File: src/rtl/rlpc_pkg.sv
// Package with register map, field positions and timing constants.
package rlpc_pkg;
    // Register byte addresses on the AXI4-Lite bus.
    localparam logic [3:0] ADDR_WAKEUP = 4'h0;
    localparam logic [3:0] ADDR_POWER = 4'h4;
    localparam logic [3:0] ADDR_PENDING = 4'h8;
    // Width of the register bus address ports.
    localparam int ADDR_WAKEUP_W = 4;
    // Wakeup timer register fields.
    localparam int WK_FLAG_BIT = 7;
    localparam int WK_ACK_BIT = 6;
    localparam int WK_CLKS_BIT = 5;
    localparam int WK_IE_BIT = 4;
    localparam int WK_SEL_LSB = 0;
    // Power monitor register fields.
    localparam int LV_FLAG_BIT = 7;
    localparam int LV_ACK_BIT = 6;
    localparam int LV_IE_BIT = 5;
    localparam int LV_RE_BIT = 4;
    localparam int LV_SE_BIT = 3;
    localparam int LV_DE_BIT = 2;
    localparam int LV_BG_BIT = 0;
    // Pending summary fields.
    localparam int PD_CMP_BIT = 5;
    localparam int PD_CONV_BIT = 4;
    localparam int PD_TPM_BIT = 3;
    localparam int PD_MT2_BIT = 2;
    localparam int PD_MT1_BIT = 1;
    localparam int PD_WK_BIT = 0;
    // Reset values.
    localparam logic [7:0] WAKEUP_RESET = 8'h00;
    localparam logic [7:0] POWER_RESET = 8'h00;
    // AXI response codes.
    localparam logic [1:0] RESP_OKAY = 2'h0;
    localparam logic [1:0] RESP_SLVERR = 2'h2;
    // Timing: bus clock rate and internal 1 kHz tick period.
    localparam int CLK_HZ = 40_000_000;
    localparam int TICK_HZ = 1_000;
    localparam int TICK_CYCLES = CLK_HZ / TICK_HZ;
    // Delay codes.
    localparam logic [2:0] SEL_OFF = 3'h0;
    // Counter width, enough for 32768 source periods.
    localparam int CNT_W = 16;
endpackage : rlpc_pkg

File: src/rtl/rlpc_sysctl.sv
// System control block: wakeup timer, power monitor and pending summary.
// Function
// - Wakeup interrupt enable bit 4, read-write.
// - Delay code 000 stops and clears counter.
// - Internal source codes map 8ms to 1.024s.
// - External codes map 256 to 32768 periods.
// - Low-voltage flag set only when detection enabled.
// - Write 1 to bit 6 clears flag.
// - Interrupt request when flag and enable set.
// - Reset enable forces system reset on flag.
// - Stop enable keeps detection alive in stop.
// - Detect enable gates all other controls except bit 0, the reference buffer.
// - Write-once bits accept only first write.
// - Bit 0 turns reference buffer on.
// - Pending 5 is comparator flag AND enable.
// - Pending 4 is conversion flag AND enable.
// - Pending 3 ORs three timer/PWM terms.
// - Pending 2 is second modulo timer pair.
// - Pending 1 is first modulo timer pair.
// - Pending 0 is wakeup flag AND enable.
// - Wakeup flag sets on period reached.
// - Write 1 to bit 6 clears wakeup flag.
// - Clock select picks internal or external.
`timescale 1ns/1ps
module rlpc_sysctl #(
    parameter int TICK_DIV = rlpc_pkg::TICK_CYCLES
) (
    input wire logic aclk,
    input wire logic aresetn,
    input wire logic [rlpc_pkg::ADDR_WAKEUP_W-1:0] s_axi_awaddr,
    input wire logic s_axi_awvalid,
    output logic s_axi_awready,
    input wire logic [31:0] s_axi_wdata,
    input wire logic [3:0] s_axi_wstrb,
    input wire logic s_axi_wvalid,
    output logic s_axi_wready,
    output logic [1:0] s_axi_bresp,
    output logic s_axi_bvalid,
    input wire logic s_axi_bready,
    input wire logic [rlpc_pkg::ADDR_WAKEUP_W-1:0] s_axi_araddr,
    input wire logic s_axi_arvalid,
    output logic s_axi_arready,
    output logic [31:0] s_axi_rdata,
    output logic [1:0] s_axi_rresp,
    output logic s_axi_rvalid,
    input wire logic s_axi_rready,
    input wire logic ext_clk_pin,
    input wire logic low_voltage_event,
    input wire logic stop_mode,
    input wire logic comparator_flag,
    input wire logic comparator_irq_enable,
    input wire logic conversion_complete_flag,
    input wire logic converter_irq_enable,
    input wire logic overflow_flag,
    input wire logic overflow_irq_enable,
    input wire logic channel0_flag,
    input wire logic channel0_irq_enable,
    input wire logic channel1_flag,
    input wire logic channel1_irq_enable,
    input wire logic mt1_overflow_flag,
    input wire logic mt1_overflow_irq_enable,
    input wire logic mt2_overflow_flag,
    input wire logic mt2_overflow_irq_enable,
    output logic wakeup_irq,
    output logic low_voltage_irq,
    output logic low_voltage_reset,
    output logic low_voltage_detect_on,
    output logic reference_buffer_on
);
    import rlpc_pkg::*;

    // Period in source counts for a delay code; zero means stopped.
    function automatic logic [CNT_W-1:0] period_of(input logic [2:0] code,
                                                   input logic ext);
        logic [CNT_W-1:0] p;
        p = '0;
        if (ext) begin
            case (code)
                3'h1: p = 16'h0100;
                3'h2: p = 16'h0400;
                3'h3: p = 16'h0800;
                3'h4: p = 16'h1000;
                3'h5: p = 16'h2000;
                3'h6: p = 16'h4000;
                3'h7: p = 16'h8000;
                default: p = '0;
            endcase
        end else begin
            case (code)
                3'h1: p = 16'h0008;
                3'h2: p = 16'h0020;
                3'h3: p = 16'h0040;
                3'h4: p = 16'h0080;
                3'h5: p = 16'h0100;
                3'h6: p = 16'h0200;
                3'h7: p = 16'h0400;
                default: p = '0;
            endcase
        end
        return p;
    endfunction

    // Control and status storage.
    logic wk_flag_r; // Wakeup timeout flag.
    logic wk_clks_r; // Wakeup clock select.
    logic wk_ie_r; // Wakeup interrupt enable.
    logic [2:0] wk_sel_r; // Wakeup delay select.
    logic lv_flag_r; // Low-voltage flag.
    logic lv_ie_r; // Low-voltage interrupt enable.
    logic lv_re_r; // Low-voltage reset enable, write-once.
    logic lv_se_r; // Low-voltage stop enable.
    logic lv_de_r; // Low-voltage detect enable, write-once.
    logic lv_bg_r; // Reference buffer enable.
    logic pm_locked_r; // Set after the first power register write.
    logic [CNT_W-1:0] wk_cnt_r; // Wakeup counter.
    logic [31:0] tick_cnt_r; // Divider for the 1 kHz tick.
    logic ext_s1_r; // External clock synchroniser stages.
    logic ext_s2_r;
    logic ext_s3_r; // Previous synchronised level for edge detect.
    logic lv_s1_r; // Low-voltage event synchroniser.
    logic lv_s2_r;
    // Bus state.
    logic aw_hold_r;
    logic w_hold_r;
    logic [3:0] aw_addr_r;
    logic [7:0] w_data_r;
    logic w_lane_r;
    logic bvalid_r;
    logic [1:0] bresp_r;
    logic rvalid_r;
    logic [1:0] rresp_r;
    logic [31:0] rdata_r;

    // Write decode: a write completes when both halves are held.
    wire wr_go = aw_hold_r && w_hold_r && !bvalid_r;
    wire wr_wk = wr_go && w_lane_r && aw_addr_r == ADDR_WAKEUP;
    wire wr_pm = wr_go && w_lane_r && aw_addr_r == ADDR_POWER;
    wire wr_map = aw_addr_r == ADDR_WAKEUP || aw_addr_r == ADDR_POWER ||
                  aw_addr_r == ADDR_PENDING;
    wire wk_ack = wr_wk && w_data_r[WK_ACK_BIT];
    wire lv_ack = wr_pm && w_data_r[LV_ACK_BIT];

    // Wakeup counter source: 1 kHz tick or synchronised external edge.
    wire tick = tick_cnt_r == TICK_DIV - 1;
    wire ext_edge = ext_s2_r && !ext_s3_r;
    wire src_pulse = wk_clks_r ? ext_edge : tick;
    wire [CNT_W-1:0] period = period_of(wk_sel_r, wk_clks_r);
    wire sel_change = wr_wk && w_data_r[2:0] != wk_sel_r;
    wire wk_stop = wk_sel_r == SEL_OFF;
    wire wk_hit = !wk_stop && src_pulse && wk_cnt_r == period - 1'b1;

    // Detection live only when enabled, and in stop only if allowed.
    wire lv_live = lv_de_r && (!stop_mode || lv_se_r);
    wire lv_set = lv_live && lv_s2_r;

    // Pending summary, purely combinational from peripheral flags.
    wire [7:0] pending = {2'b00,
        comparator_flag && comparator_irq_enable,
        conversion_complete_flag && converter_irq_enable,
        (overflow_flag && overflow_irq_enable) ||
        (channel0_flag && channel0_irq_enable) ||
        (channel1_flag && channel1_irq_enable),
        mt2_overflow_flag && mt2_overflow_irq_enable,
        mt1_overflow_flag && mt1_overflow_irq_enable,
        wk_flag_r && wk_ie_r};

    // Read data for each register; acknowledge bits always read zero.
    wire [7:0] wk_rd = {wk_flag_r, 1'b0, wk_clks_r, wk_ie_r, 1'b0, wk_sel_r};
    wire [7:0] pm_rd = {lv_flag_r, 1'b0, lv_ie_r, lv_re_r, lv_se_r, lv_de_r,
                        1'b0, lv_bg_r};
    wire rd_map = s_axi_araddr == ADDR_WAKEUP || s_axi_araddr == ADDR_POWER ||
                  s_axi_araddr == ADDR_PENDING;
    wire [7:0] rd_sel = s_axi_araddr == ADDR_WAKEUP ? wk_rd :
                        s_axi_araddr == ADDR_POWER ? pm_rd :
                        s_axi_araddr == ADDR_PENDING ? pending : 8'h00;

    // Outputs.
    assign s_axi_awready = !aw_hold_r;
    assign s_axi_wready = !w_hold_r;
    assign s_axi_bvalid = bvalid_r;
    assign s_axi_bresp = bresp_r;
    assign s_axi_arready = !rvalid_r;
    assign s_axi_rvalid = rvalid_r;
    assign s_axi_rresp = rresp_r;
    assign s_axi_rdata = rdata_r;
    assign wakeup_irq = wk_flag_r && wk_ie_r;
    assign low_voltage_irq = lv_de_r && lv_ie_r && lv_flag_r;
    assign low_voltage_reset = lv_de_r && lv_re_r && lv_flag_r;
    assign low_voltage_detect_on = lv_live;
    assign reference_buffer_on = lv_bg_r;

    // Synchronisers for pin inputs. Both pins are asynchronous to aclk, so
    // only the second stage feeds logic; the third stage only remembers the
    // previous settled level of the external clock for edge detection.
    always_ff @(posedge aclk) begin
        ext_s1_r <= ext_clk_pin;
        ext_s2_r <= ext_s1_r;
        ext_s3_r <= ext_s2_r;
        lv_s1_r <= low_voltage_event;
        lv_s2_r <= lv_s1_r;
    end

    // Tick divider runs free so the internal base is always steady.
    always_ff @(posedge aclk) begin
        if (!aresetn || tick) begin
            tick_cnt_r <= '0;
        end else begin
            tick_cnt_r <= tick_cnt_r + 32'h1;
        end
    end

    // Wakeup counter and flag; a set wins over an acknowledge.
    always_ff @(posedge aclk) begin
        if (!aresetn || wk_stop || sel_change) begin
            wk_cnt_r <= '0;
        end else if (wk_hit) begin
            wk_cnt_r <= '0;
        end else if (src_pulse) begin
            wk_cnt_r <= wk_cnt_r + 1'b1;
        end
        if (!aresetn) begin
            wk_flag_r <= 1'b0;
        end else if (wk_hit) begin
            wk_flag_r <= 1'b1;
        end else if (wk_ack) begin
            wk_flag_r <= 1'b0;
        end
    end

    // Wakeup control fields.
    always_ff @(posedge aclk) begin
        if (!aresetn) begin
            {wk_clks_r, wk_ie_r} <= WAKEUP_RESET[WK_CLKS_BIT-:2];
            wk_sel_r <= WAKEUP_RESET[WK_SEL_LSB+:3];
        end else if (wr_wk) begin
            wk_clks_r <= w_data_r[WK_CLKS_BIT];
            wk_ie_r <= w_data_r[WK_IE_BIT];
            wk_sel_r <= w_data_r[WK_SEL_LSB+:3];
        end
    end

    // Power monitor register; write-once bits latch on the first write.
    always_ff @(posedge aclk) begin
        if (!aresetn) begin
            lv_ie_r <= POWER_RESET[LV_IE_BIT];
            {lv_re_r, lv_se_r, lv_de_r} <= POWER_RESET[LV_RE_BIT-:3];
            lv_bg_r <= POWER_RESET[LV_BG_BIT];
            pm_locked_r <= 1'b0;
        end else if (wr_pm) begin
            lv_ie_r <= w_data_r[LV_IE_BIT];
            lv_se_r <= w_data_r[LV_SE_BIT];
            lv_bg_r <= w_data_r[LV_BG_BIT];
            pm_locked_r <= 1'b1;
            if (!pm_locked_r) begin
                lv_re_r <= w_data_r[LV_RE_BIT];
                lv_de_r <= w_data_r[LV_DE_BIT];
            end
        end
        if (!aresetn) begin
            lv_flag_r <= 1'b0;
        end else if (lv_set) begin
            lv_flag_r <= 1'b1;
        end else if (lv_ack) begin
            lv_flag_r <= 1'b0;
        end
    end

    // AXI write channels: address and data taken in either order.
    always_ff @(posedge aclk) begin
        if (!aresetn) begin
            aw_hold_r <= 1'b0;
            w_hold_r <= 1'b0;
            aw_addr_r <= '0;
            w_data_r <= '0;
            w_lane_r <= 1'b0;
            bvalid_r <= 1'b0;
            bresp_r <= RESP_OKAY;
        end else begin
            if (s_axi_awvalid && !aw_hold_r) begin
                aw_hold_r <= 1'b1;
                aw_addr_r <= s_axi_awaddr;
            end
            if (s_axi_wvalid && !w_hold_r) begin
                w_hold_r <= 1'b1;
                w_data_r <= s_axi_wdata[7:0];
                w_lane_r <= s_axi_wstrb[0];
            end
            if (wr_go) begin
                bvalid_r <= 1'b1;
                bresp_r <= wr_map ? RESP_OKAY : RESP_SLVERR;
                aw_hold_r <= 1'b0;
                w_hold_r <= 1'b0;
            end else if (bvalid_r && s_axi_bready) begin
                bvalid_r <= 1'b0;
            end
        end
    end

    // AXI read channel: one cycle from address to data.
    always_ff @(posedge aclk) begin
        if (!aresetn) begin
            rvalid_r <= 1'b0;
            rresp_r <= RESP_OKAY;
            rdata_r <= '0;
        end else if (s_axi_arvalid && !rvalid_r) begin
            rvalid_r <= 1'b1;
            rresp_r <= rd_map ? RESP_OKAY : RESP_SLVERR;
            rdata_r <= {24'h000000, rd_sel};
        end else if (rvalid_r && s_axi_rready) begin
            rvalid_r <= 1'b0;
        end
    end

    // Checks beside the logic.
    property p_wk_stop;
        @(posedge aclk) disable iff (!aresetn)
        wk_stop |=> wk_cnt_r == '0;
    endproperty
    a_wk_stop: assert property (p_wk_stop)
        else $error("counter not held");
    property p_wk_set;
        @(posedge aclk) disable iff (!aresetn)
        wk_hit |=> wk_flag_r && wk_cnt_r == '0;
    endproperty
    a_wk_set: assert property (p_wk_set)
        else $error("wakeup flag missed");
    property p_wk_ack;
        @(posedge aclk) disable iff (!aresetn)
        wk_ack && !wk_hit |=> !wk_flag_r;
    endproperty
    a_wk_ack: assert property (p_wk_ack)
        else $error("wakeup ack failed");
    // A new delay code must not inherit the count of the old one.
    property p_wk_sel;
        @(posedge aclk) disable iff (!aresetn)
        sel_change |=> wk_cnt_r == '0;
    endproperty
    a_wk_sel: assert property (p_wk_sel)
        else $error("counter not restarted");
    property p_lv_gate;
        @(posedge aclk) disable iff (!aresetn)
        !lv_de_r && !lv_flag_r |=> !lv_flag_r;
    endproperty
    a_lv_gate: assert property (p_lv_gate)
        else $error("flag while off");
    // In stop without stop enable the detector output is ignored.
    property p_lv_stop;
        @(posedge aclk) disable iff (!aresetn)
        stop_mode && !lv_se_r && !lv_flag_r |=> !lv_flag_r;
    endproperty
    a_lv_stop: assert property (p_lv_stop)
        else $error("flag set in stop");
    property p_lv_ack;
        @(posedge aclk) disable iff (!aresetn)
        lv_ack && !lv_set |=> !lv_flag_r;
    endproperty
    a_lv_ack: assert property (p_lv_ack)
        else $error("lv ack failed");
    property p_lv_irq;
        @(posedge aclk) disable iff (!aresetn)
        lv_set && lv_ie_r && !wr_pm |=> low_voltage_irq;
    endproperty
    a_lv_irq: assert property (p_lv_irq)
        else $error("lv request missed");
    property p_once;
        @(posedge aclk) disable iff (!aresetn)
        pm_locked_r |=> $stable(lv_de_r) && $stable(lv_re_r);
    endproperty
    a_once: assert property (p_once)
        else $error("write-once changed");
    property p_rst;
        @(posedge aclk) disable iff (!aresetn)
        lv_set && lv_re_r |=> low_voltage_reset;
    endproperty
    a_rst: assert property (p_rst)
        else $error("reset request missed");
    // The read path must return the pending wakeup term seen at the request.
    property p_wk_pend;
        @(posedge aclk) disable iff (!aresetn)
        s_axi_arvalid && !rvalid_r && s_axi_araddr == ADDR_PENDING |=>
            rdata_r[PD_WK_BIT] == $past(wakeup_irq);
    endproperty
    a_wk_pend: assert property (p_wk_pend)
        else $error("pending 0 wrong");
endmodule : rlpc_sysctl

File: config.mk
export PLATFORM = sky130hd
export DESIGN_NAME = rlpc_sysctl
export DESIGN_NICKNAME = d
export VERILOG_FILES = /design/src/rtl/rlpc_pkg.sv /design/src/rtl/rlpc_sysctl.sv
export SDC_FILE = /design/constraint.sdc
export NUM_CORES = 1
export LEC_CHECK = 0
export BUFFER_PORTS_ARGS = -buffer_cell sky130_fd_sc_hd__buf_2
export CAP_MARGIN = 5
export CORE_MARGIN = 8
export CORE_UTILIZATION = 45
export DETAILED_ROUTE_END_ITERATION = 10
export PLACE_DENSITY = 0.69
export SLEW_MARGIN = 20
export SYNTH_ARGS = -nofsm -noshare
export SYNTH_HDL_FRONTEND = slang
export SYNTH_SLANG_ARGS = --single-unit
File: constraint.sdc
create_clock -name aclk -period 3.2 [get_ports aclk]
set_input_delay 0.16 -clock aclk [delete_from_list [all_inputs] [get_ports aclk]]
set_output_delay 0.16 -clock aclk [all_outputs]
set_load 0.1 [all_outputs]
==> flow_results.org, run 1 <==
** Pwr
- The analysis attributes to cell leakage a power of 2.093 nW.
- The worst-case IR drop observed on VDD is 237.1 uV.
- For this design the ratio of total power to cell area is 434.1 nW/um2.

** STA
- Count of pins over their slew limit :: 0
- Headroom to the max-slew limit came out at between 40% and 50%.
- Setup violations remaining at the end of the flow were counted as 0.
- Worst-case hold slack :: around 0.032 ns
- For the pin with the worst max-slew slack, the measured transition is 0.8939 ns.
- Setup repair after global routing missed its margin :: false
- Final Critical Period :: 3.011 ns
- Across all setup checks in the final design, the least slack found is 0.1894 ns.
- Dividing the final minimum period by the clock period gives around 94%.
- Clk_skew :: 0.01362 ns
- Maximum clock frequency :: between 0.3 and 0.4 GHz
- Hold violation count in the final report :: 0
- Setup TNS Final :: 0 ns

** Setup path
- Of all nets on the critical path, the largest fanout is 9.
- STA classifies the critical path startpoint as a flip-flop.
- For flop-to-flop paths, the worst setup slack is ~0.19 ns.
- Critical path's most frequent cell :: xnor2_1
- The critical path is of the reg2reg type.
- STA classifies the critical path endpoint as a flip-flop.
- Slowest library cell on the worst path :: or4b_2
- Critical path data required time :: approximately 3.4 ns
- Critical path's largest stage delay :: 0.71 ns
- Measured in cells, the most critical reg-to-reg path has a length of 9.
- FF-to-FF Start :: wk_sel_r[2]
- The signal on the critical path passes through or4b_2 -> ha_1 -> xnor2_1 -> xnor2_1 -> or4_4 -> nor3_4 -> nand4_4 -> o21ai_4 -> nor2_1.
- Reg-to-reg endpoint :: wk_cnt_r[9]
- For the worst setup path, the data arrival time is approximately 3.2 ns.

** Run
- Across the run, the number of max-cap violations was 0.

** Clocking
- The cell sitting at the root of the clock tree is a clkbuf_8.
- Clock Sink Count :: between 90 and 100
- Max Root-Sink Buffers :: 2
- In this run the number of H-tree levels came out at 3.
- Buffers inserted during clock tree synthesis total 9.
- Post-CTS repair timing setup buffer count :: 0
- Clock Latency Late Sink :: 0.35 ns
- TritonCTS built the clock tree.
- CTS clk-pin slew, worst paths :: ~0.080 ns

** Synth
- Counting flops and latches in the post-synthesis netlist gives 91.
- The share of the Yosys chip area taken by registers is between 30% and 40%.
- The most common cell in the synthesized netlist is dfxtp_1.
- Number of synthesized flops with an enable pin :: 0
- The synthesized netlist occupies a cell area of 4689 um2.
- Async set-reset flop share out of synthesis :: 0%
- Number of warnings issued by yosys :: 0
- Cell variety after synth :: 62
- After technology mapping, the gate count stands at 525.
- Mean instance size in the synthesized netlist :: 8.932 um2
- Sorting the synthesized cells by how often they occur yields dfxtp_1, nor2_1, nor2b_1, nand2_1, xor2_1.
- By area the synthesized netlist is led by dfxtp_1, xor2_1, mux2i_1, nor2b_1, buf_4.
- Main synth FF type :: dfxtp_1
- The synthesized design spends more area on one cell type than any other, namely dfxtp_1.
- Of the post-synthesis cell area, the dominant cell type holds about two fifths.

** Route
- For this run, the detailed router's first-pass iteration total came to 4.
- Average wire length per cell after detail routing :: approximately 13 um
- DR vias :: between 3000 and 4000
- The detailed router finished its first iteration with 148 violations.
- In the routed design, unresolved DRC markers number 0.
- The routed design has 9257 um of wire.
- Remaining number of nets flagged by the antenna check after routing :: 0
- Vias per cell :: 5.133

** Global routing
- Global routing consumed, over all layers together, 13.51% of the routing resources.
- Total overflow reported by the global router :: 0
- Number of global-route vias before repair :: 3675
- The initial antenna violation count was 0.
- Wire length of the first global-routing pass :: 16320 um
- Maximum number of pins on one net before global-route repair :: 42

** Cells and area
- Nets :: 650
- Area of all sequential standard cells :: 1822 um2
- The repair_antennas step left the layout with diodes totalling 0.
- Total area of multi-input combinational cells :: 2542 um2
- Area Overhead vs Synth :: 10.27%
- Counting the fill cells in the layout gives 1007.
- Of the cells placed in the final design, the portion with a size suffix greater than 1 is 16.78%.

** Floorplanning
- Core Footprint :: a little over 10000 um2
- Effective utilization at floorplan :: 45.84%
- The initialized floorplan defines 37 standard-cell rows.
- Boundary Pins :: approximately 110
- Die outline area :: around 14000 um2
- Vert. Die Dim :: roughly 120 um
- Measured along the x axis, the die boundary spans 118.1 um.

** Placed design
- Setup slack at placement :: between 0.15 and 0.2 ns
- The congestion estimate from routability-driven global placement came to 0.8052.
- Detailed placement ended at an HPWL of 6941 um.
- Buffers placed on the I/O ports in this run total 58.

** Hold path
- Min-Delay Startpoint :: s_axi_wvalid
- The worst hold path was traced through 3 stages.
- Worst hold path class :: in2reg
- The worst hold path terminates at w_hold_r.

** Status
- The flow ran to the end, and the final reports show no timing, DRC or antenna violations.
==> stage by stage <==
stage	area [um2]	std cells	utilization (%)	power, W
2_1_floorplan	4787	551	-	0.001471
3_3_place_gp	4950	702	48.38	0.001489
3_5_place_dp	4950	702	48.38	0.001492
4_1_cts	5169	720	50.52	0.002274
5_1_grt	5171	720	50.54	0.002337
6_report	5171	720	50.54	0.002245
==> cell families after synthesis <==
| group | after synthesis | synth area share, % |
|---|---|---|
| AND/OR/NAND/NOR | 217 | 26.04 |
| flip-flops | 91 | 38.85 |
| AO/OA/AOI/OAI | 73 | 11.05 |
| buffers and inverters | 68 | 9.072 |
| XOR/XNOR | 47 | 8.778 |
| multiplexers | 23 | 4.909 |
| adder cells (fa/ha/maj) | 5 | 1.227 |
| other | 1 | 0.07997 |
==> layout make-up <==
cell class	count	area share (%)
Timing Repair Buffer	69	7.307
Sequential cell	91	35.23
Clock inverter	6	1.379
Tap cell	136	3.291
Inverter	16	1.161
Clock buffer	10	2.468
Multi-Input combinational cell	392	49.17
==> state kept, by name, indices dropped and copies added, names as in the netlist, 3 cells and up <==
name / count
aw_addr_r: 4
s_axi_rdata: 7
tick_cnt_r: 32
w_data_r: 7
wk_cnt_r: 16
wk_sel_r: 3
==> where the power goes <==
group | total, W | internal (W) | leakage [nW] | switching, W
Sequential | 0.00117 | 0.00115 | 0.739 | 0.0000153
Clock | 0.000777 | 0.000370 | 0.0988 | 0.000408
Combinational | 0.000299 | 0.0000580 | 1.26 | 0.000241
==> per-layer routing <==
layer / up-vias / GRT usage [%] / wire length, um
met2: 63 / 23.94 / 4586
met3: 12 / 3.933 / 430
met5: - / 0 / 0
li1: 1880 / - / -
met4: 0 / 4.243 / 101
met1: 1741 / 15.18 / 4138
==> layout by cell type, fill, tap and decap left out, types with 3 or more instances in the layout <==
master    Yosys  final
dfxtp_1      91     91
buf_2         3     58
nor2_1       48     48
nor2b_1      35     35
nand2_1      34     33
xor2_1       30     30
conb_1        1     27
mux2i_1      23     23
nand3_1      20     20
xnor2_1      17     17
inv_1        16     16
and3_1       16     16
o21ai_0      13     13
nand4_1      12     12
a22oi_1      10     10
a21oi_1       9      9
clkbuf_8      2      9
buf_4        29      9
a21boi_0      8      8
or3_1         8      8
and2_1        8      8
nor4_1        7      7
nand2b_1      5      5
o22ai_1       5      5
a31oi_1       4      4
o41ai_1       4      4
and4_1        3      3
o211ai_1      3      3
o31ai_1       3      3
ha_1          3      3
==> timing repair <==
item                                   CTS  global route
resized for setup                        0             1
endpoints found under the hold margin    2             0
setup endpoints to repair                0             2
hold buffers                             2             0
==> worst max path at each step <==
stage,from,end,slack (ns),cells past startpoint
floorplan,lv_de_r,lv_flag_r,0.23,3
global placement,wk_sel_r[2],wk_cnt_r[6],0.28,9
global route,wk_sel_r[2],wk_cnt_r[13],0.02,9
detailed placement,wk_sel_r[2],wk_cnt_r[9],0.19,9
CTS,wk_sel_r[2],wk_cnt_r[6],0.16,9
finish,wk_sel_r[2],wk_cnt_r[9],0.19,9
==> critical path, delay by kind of cell (launching register included) <==
kind,cells,cell delay [ns]
AOI/OAI and AO/OA,1,0.32
xor gates and xnor gates,2,0.30
adders and majority gates,1,0.28
DFF,1,0.41
and+or+nand+nor,5,1.59
No activity file was read; power rests on OpenSTA's default activity.
==> inputs of run 2 (changes only) <==
Settings changed: CTS_BUF_LIST set to sky130_fd_sc_hd__clkbuf_8, MAX_ROUTING_LAYER set to met4.
==> run 2 against run 1 <==
Clock-buffer cell count down 1. Largest power group unchanged. Sequential power about the same. Flip-flop and latch count unchanged. Largest cell class unchanged. Die area unchanged. Setup slack is essentially flat.
==> flow_results.org, run 2 (synthesized netlist as in run 1, its figures left out) <==
** Status
- The flow ran to the end, and the final reports show no timing, DRC or antenna violations.

** Run
- Max-cap violations in this run came to 0.

** Placed design
- Hpwl dp :: 6941 um
- Port buffering added 58 buffers.
- The congestion estimate from routability-driven global placement came to 0.8169.

** Global routing
- Most utilized layer in the global route result :: met2
- Number of global-route vias before repair :: 3672
- Maximum number of pins on one net before global-route repair :: 42
- Antenna violations before repair :: 0
- Total overflow reported by the global router :: 0
- Global routing used approximately 15% of the available met1 tracks.
- Global routing used 3.885% of the available met3 tracks.
- Wire length of the first global-routing pass :: 16310 um
- Total track usage :: 13.89%
- Global routing used a little under a quarter of the available met2 tracks.

** Pwr
- Largest voltage drop on the vdd net :: 236.5 uV
- Cell-internal power :: 0.001578 W
- Net switching is 29.67% of the power.
- Proportion of power drawn by combinational gates :: 13.3%
- Per report_power, the clock group accounts for roughly 35% of the total.
- The share of total power dissipated in sequential elements is 52.1%.
- The analysis attributes to net switching a power of about 0.00067 W.
- In this run the static leakage power is 2.097 nW.
- Power density normalized to cell area :: 433.8 nW/um2

** Clocking
- After clock tree synthesis, the clock-pin slew on the worst setup and hold paths is 0.08 ns.
- Post-CTS timing repair inserted 0 buffers for setup.
- For the worst-skew pair, the clock arrives at the later sink with an insertion delay of 0.36 ns.
- Max Root-Sink Buffers :: 2
- Clock tree synthesis selected as its root buffer the cell clkbuf_8.
- Clock tree synthesis inserted a total of 9 buffers.
- TritonCTS built the clock tree.
- The H-tree was split into 3 levels.
- Clock Sink Count :: 91

** Floorplanning
- Effective utilization at floorplan :: 45.84%
- Die outline area :: about 14000 um2
- Vert. Die Dim :: about 120 um
- Std-Cell Rows :: 37
- Core Footprint :: 10230 um2
- Boundary Pins :: 114
- Die X :: 118.1 um

** Cells and area
- After filler insertion, the fill cell instance count of the layout stands at 1007.
- 0 antenna diodes ended up in the layout.
- Share of cells above drive strength 1 :: between 10% and 20%
- Area Overhead vs Synth :: 10.27%
- Once layout is complete, the utilization of the core stands at 50.54%.
- The largest registers in the layout are tick_cnt_r (32), wk_cnt_r (16).
- Register bank with the most flops :: tick_cnt_r
- Leading cell types in the layout, fill and taps excluded :: dfxtp_1, buf_2, nor2_1
- In the final design database the tool counted 650 nets.
- Number of flip-flops in the largest register :: 32
- Leaving out fill and tap cells, the most frequent cell in the layout is dfxtp_1.

** Hold path
- The min-delay analysis places its worst path in the category in2reg.

** Route
- Remaining number of nets flagged by the antenna check after routing :: 0
- DR iter-0 viols :: 153
- Wires add up to 9285 um.
- Pre-antenna DRT Iters :: 4
- After detailed routing, the number of vias per cell comes to a little over 5.
- DR vias :: 3687
- For this run, design rule violations remaining after detail routing come to 0.
- Average wire length per cell after detail routing :: 12.90 um

** Setup path
- The signal on the critical path passes through or4b_2 -> ha_1 -> xnor2_1 -> xnor2_1 -> or4_4 -> nor3_4 -> nand4_4 -> o21ai_4 -> nor2_1.
- Of all nets on the critical path, the largest fanout is 9.
- Critical path data required time :: 3.44 ns
- On the worst path, the slowest cell contributes a delay of roughly 0.71 ns.
- STA puts the critical path data arrival time at 3.25 ns.
- For this design, the slowest cell found on the critical path is or4b_2.
- Type of element launching the critical path :: flip-flop
- The worst setup path is of the reg2reg kind.
- The cell that appears most often on the critical path is xnor2_1.
- The worst setup path is captured at a flip-flop.

** STA
- Final number of setup-violating endpoints :: 0
- Timing would allow up to 0.3322 GHz.
- Headroom to the max-slew limit :: 39.60%
- Clock skew on the completed layout was measured at 0.01437 ns.
- Count of pins over their slew limit :: 0
- Setup repair after global routing missed its margin :: false
- Final cycle utilization of the critical path :: 94.08%
- For the pin with the worst max-slew slack, the measured transition is 0.9041 ns.
- The number of hold-slack violations in the final timing report is 0.
- Setup TNS Final :: 0 ns
- Final Critical Period :: around 3.0 ns
[run 2: cell type report]
cell class | count | area (um2) | share of cell area (%)
timing repair buffer | 69 | 377.9 | 7.307
inverter | 16 | 60.06 | 1.161
sequential | 91 | 1822 | 35.23
tap | 136 | 170.2 | 3.291
clock inverter | 7 | 75.07 | 1.452
multi-input combinational | 392 | 2542 | 49.17
clock buffer | 9 | 123.9 | 2.395
[run 2: per-layer routing]
metal / part of all wire [%] / vias to the layer above
met5: 0 / -
met4: 0.85 / 0
met3: 4.7 / 8
met2: 50 / 62
met1: 45 / 1736
li1: - / 1881
[run 2: timing repair]
item                                   4_1_cts  5_1_grt
setup endpoints to repair                    0        2
endpoints found under the hold margin        2        0
hold buffers                                 2        0
resized for setup                            0        1
[run 2: path summary, 6_finish.rpt]
| path | start | to | slack [ns] | cells after the start |
|---|---|---|---|---|
| worst max register to register | wk_sel_r[2] | wk_cnt_r[9] | 0.19 | 9 |
| worst min-delay path | s_axi_wvalid | w_hold_r | 0.03 | 3 |
| worst min register to register | lv_s1_r | lv_s2_r | 0.33 | 0 |
| worst max-delay path | wk_sel_r[2] | wk_cnt_r[9] | 0.19 | 9 |
[run 2: critical path, delay by kind of cell (launching register included)]
family                     cells  cell delay (ns)
and+or+nand+nor                5             1.59
DFF                            1             0.41
AOI/OAI and AO/OA              1             0.32
xor gates and xnor gates       2             0.30
adders and majority gates      1             0.28
[run 2: power groups by stage]
stage | combinational (W) | sequential, W | clock [W]
after floorplan | 0.000256 | 0.00122 | 0
after global placement | 0.000294 | 0.00119 | 0
after detailed placement | 0.000297 | 0.00119 | 0
after CTS | 0.000299 | 0.00117 | 0.000803
after global routing | 0.000316 | 0.00117 | 0.000845
final | 0.000299 | 0.00117 | 0.000775
[run 2: stage by stage]
step	hold WS [ns]	setup slack, ns	instances	instance area [um2]	total power [W]
after floorplan	0.1877	0.2313	551	4787	0.001471
after global placement	0.2627	0.2791	702	4950	0.001489
after detailed placement	0.2652	0.1862	702	4950	0.001492
after CTS	0.01419	0.1602	720	5169	0.002271
after global routing	0.03066	0.02034	720	5171	0.002334
final	0.02724	0.1895	720	5171	0.002243
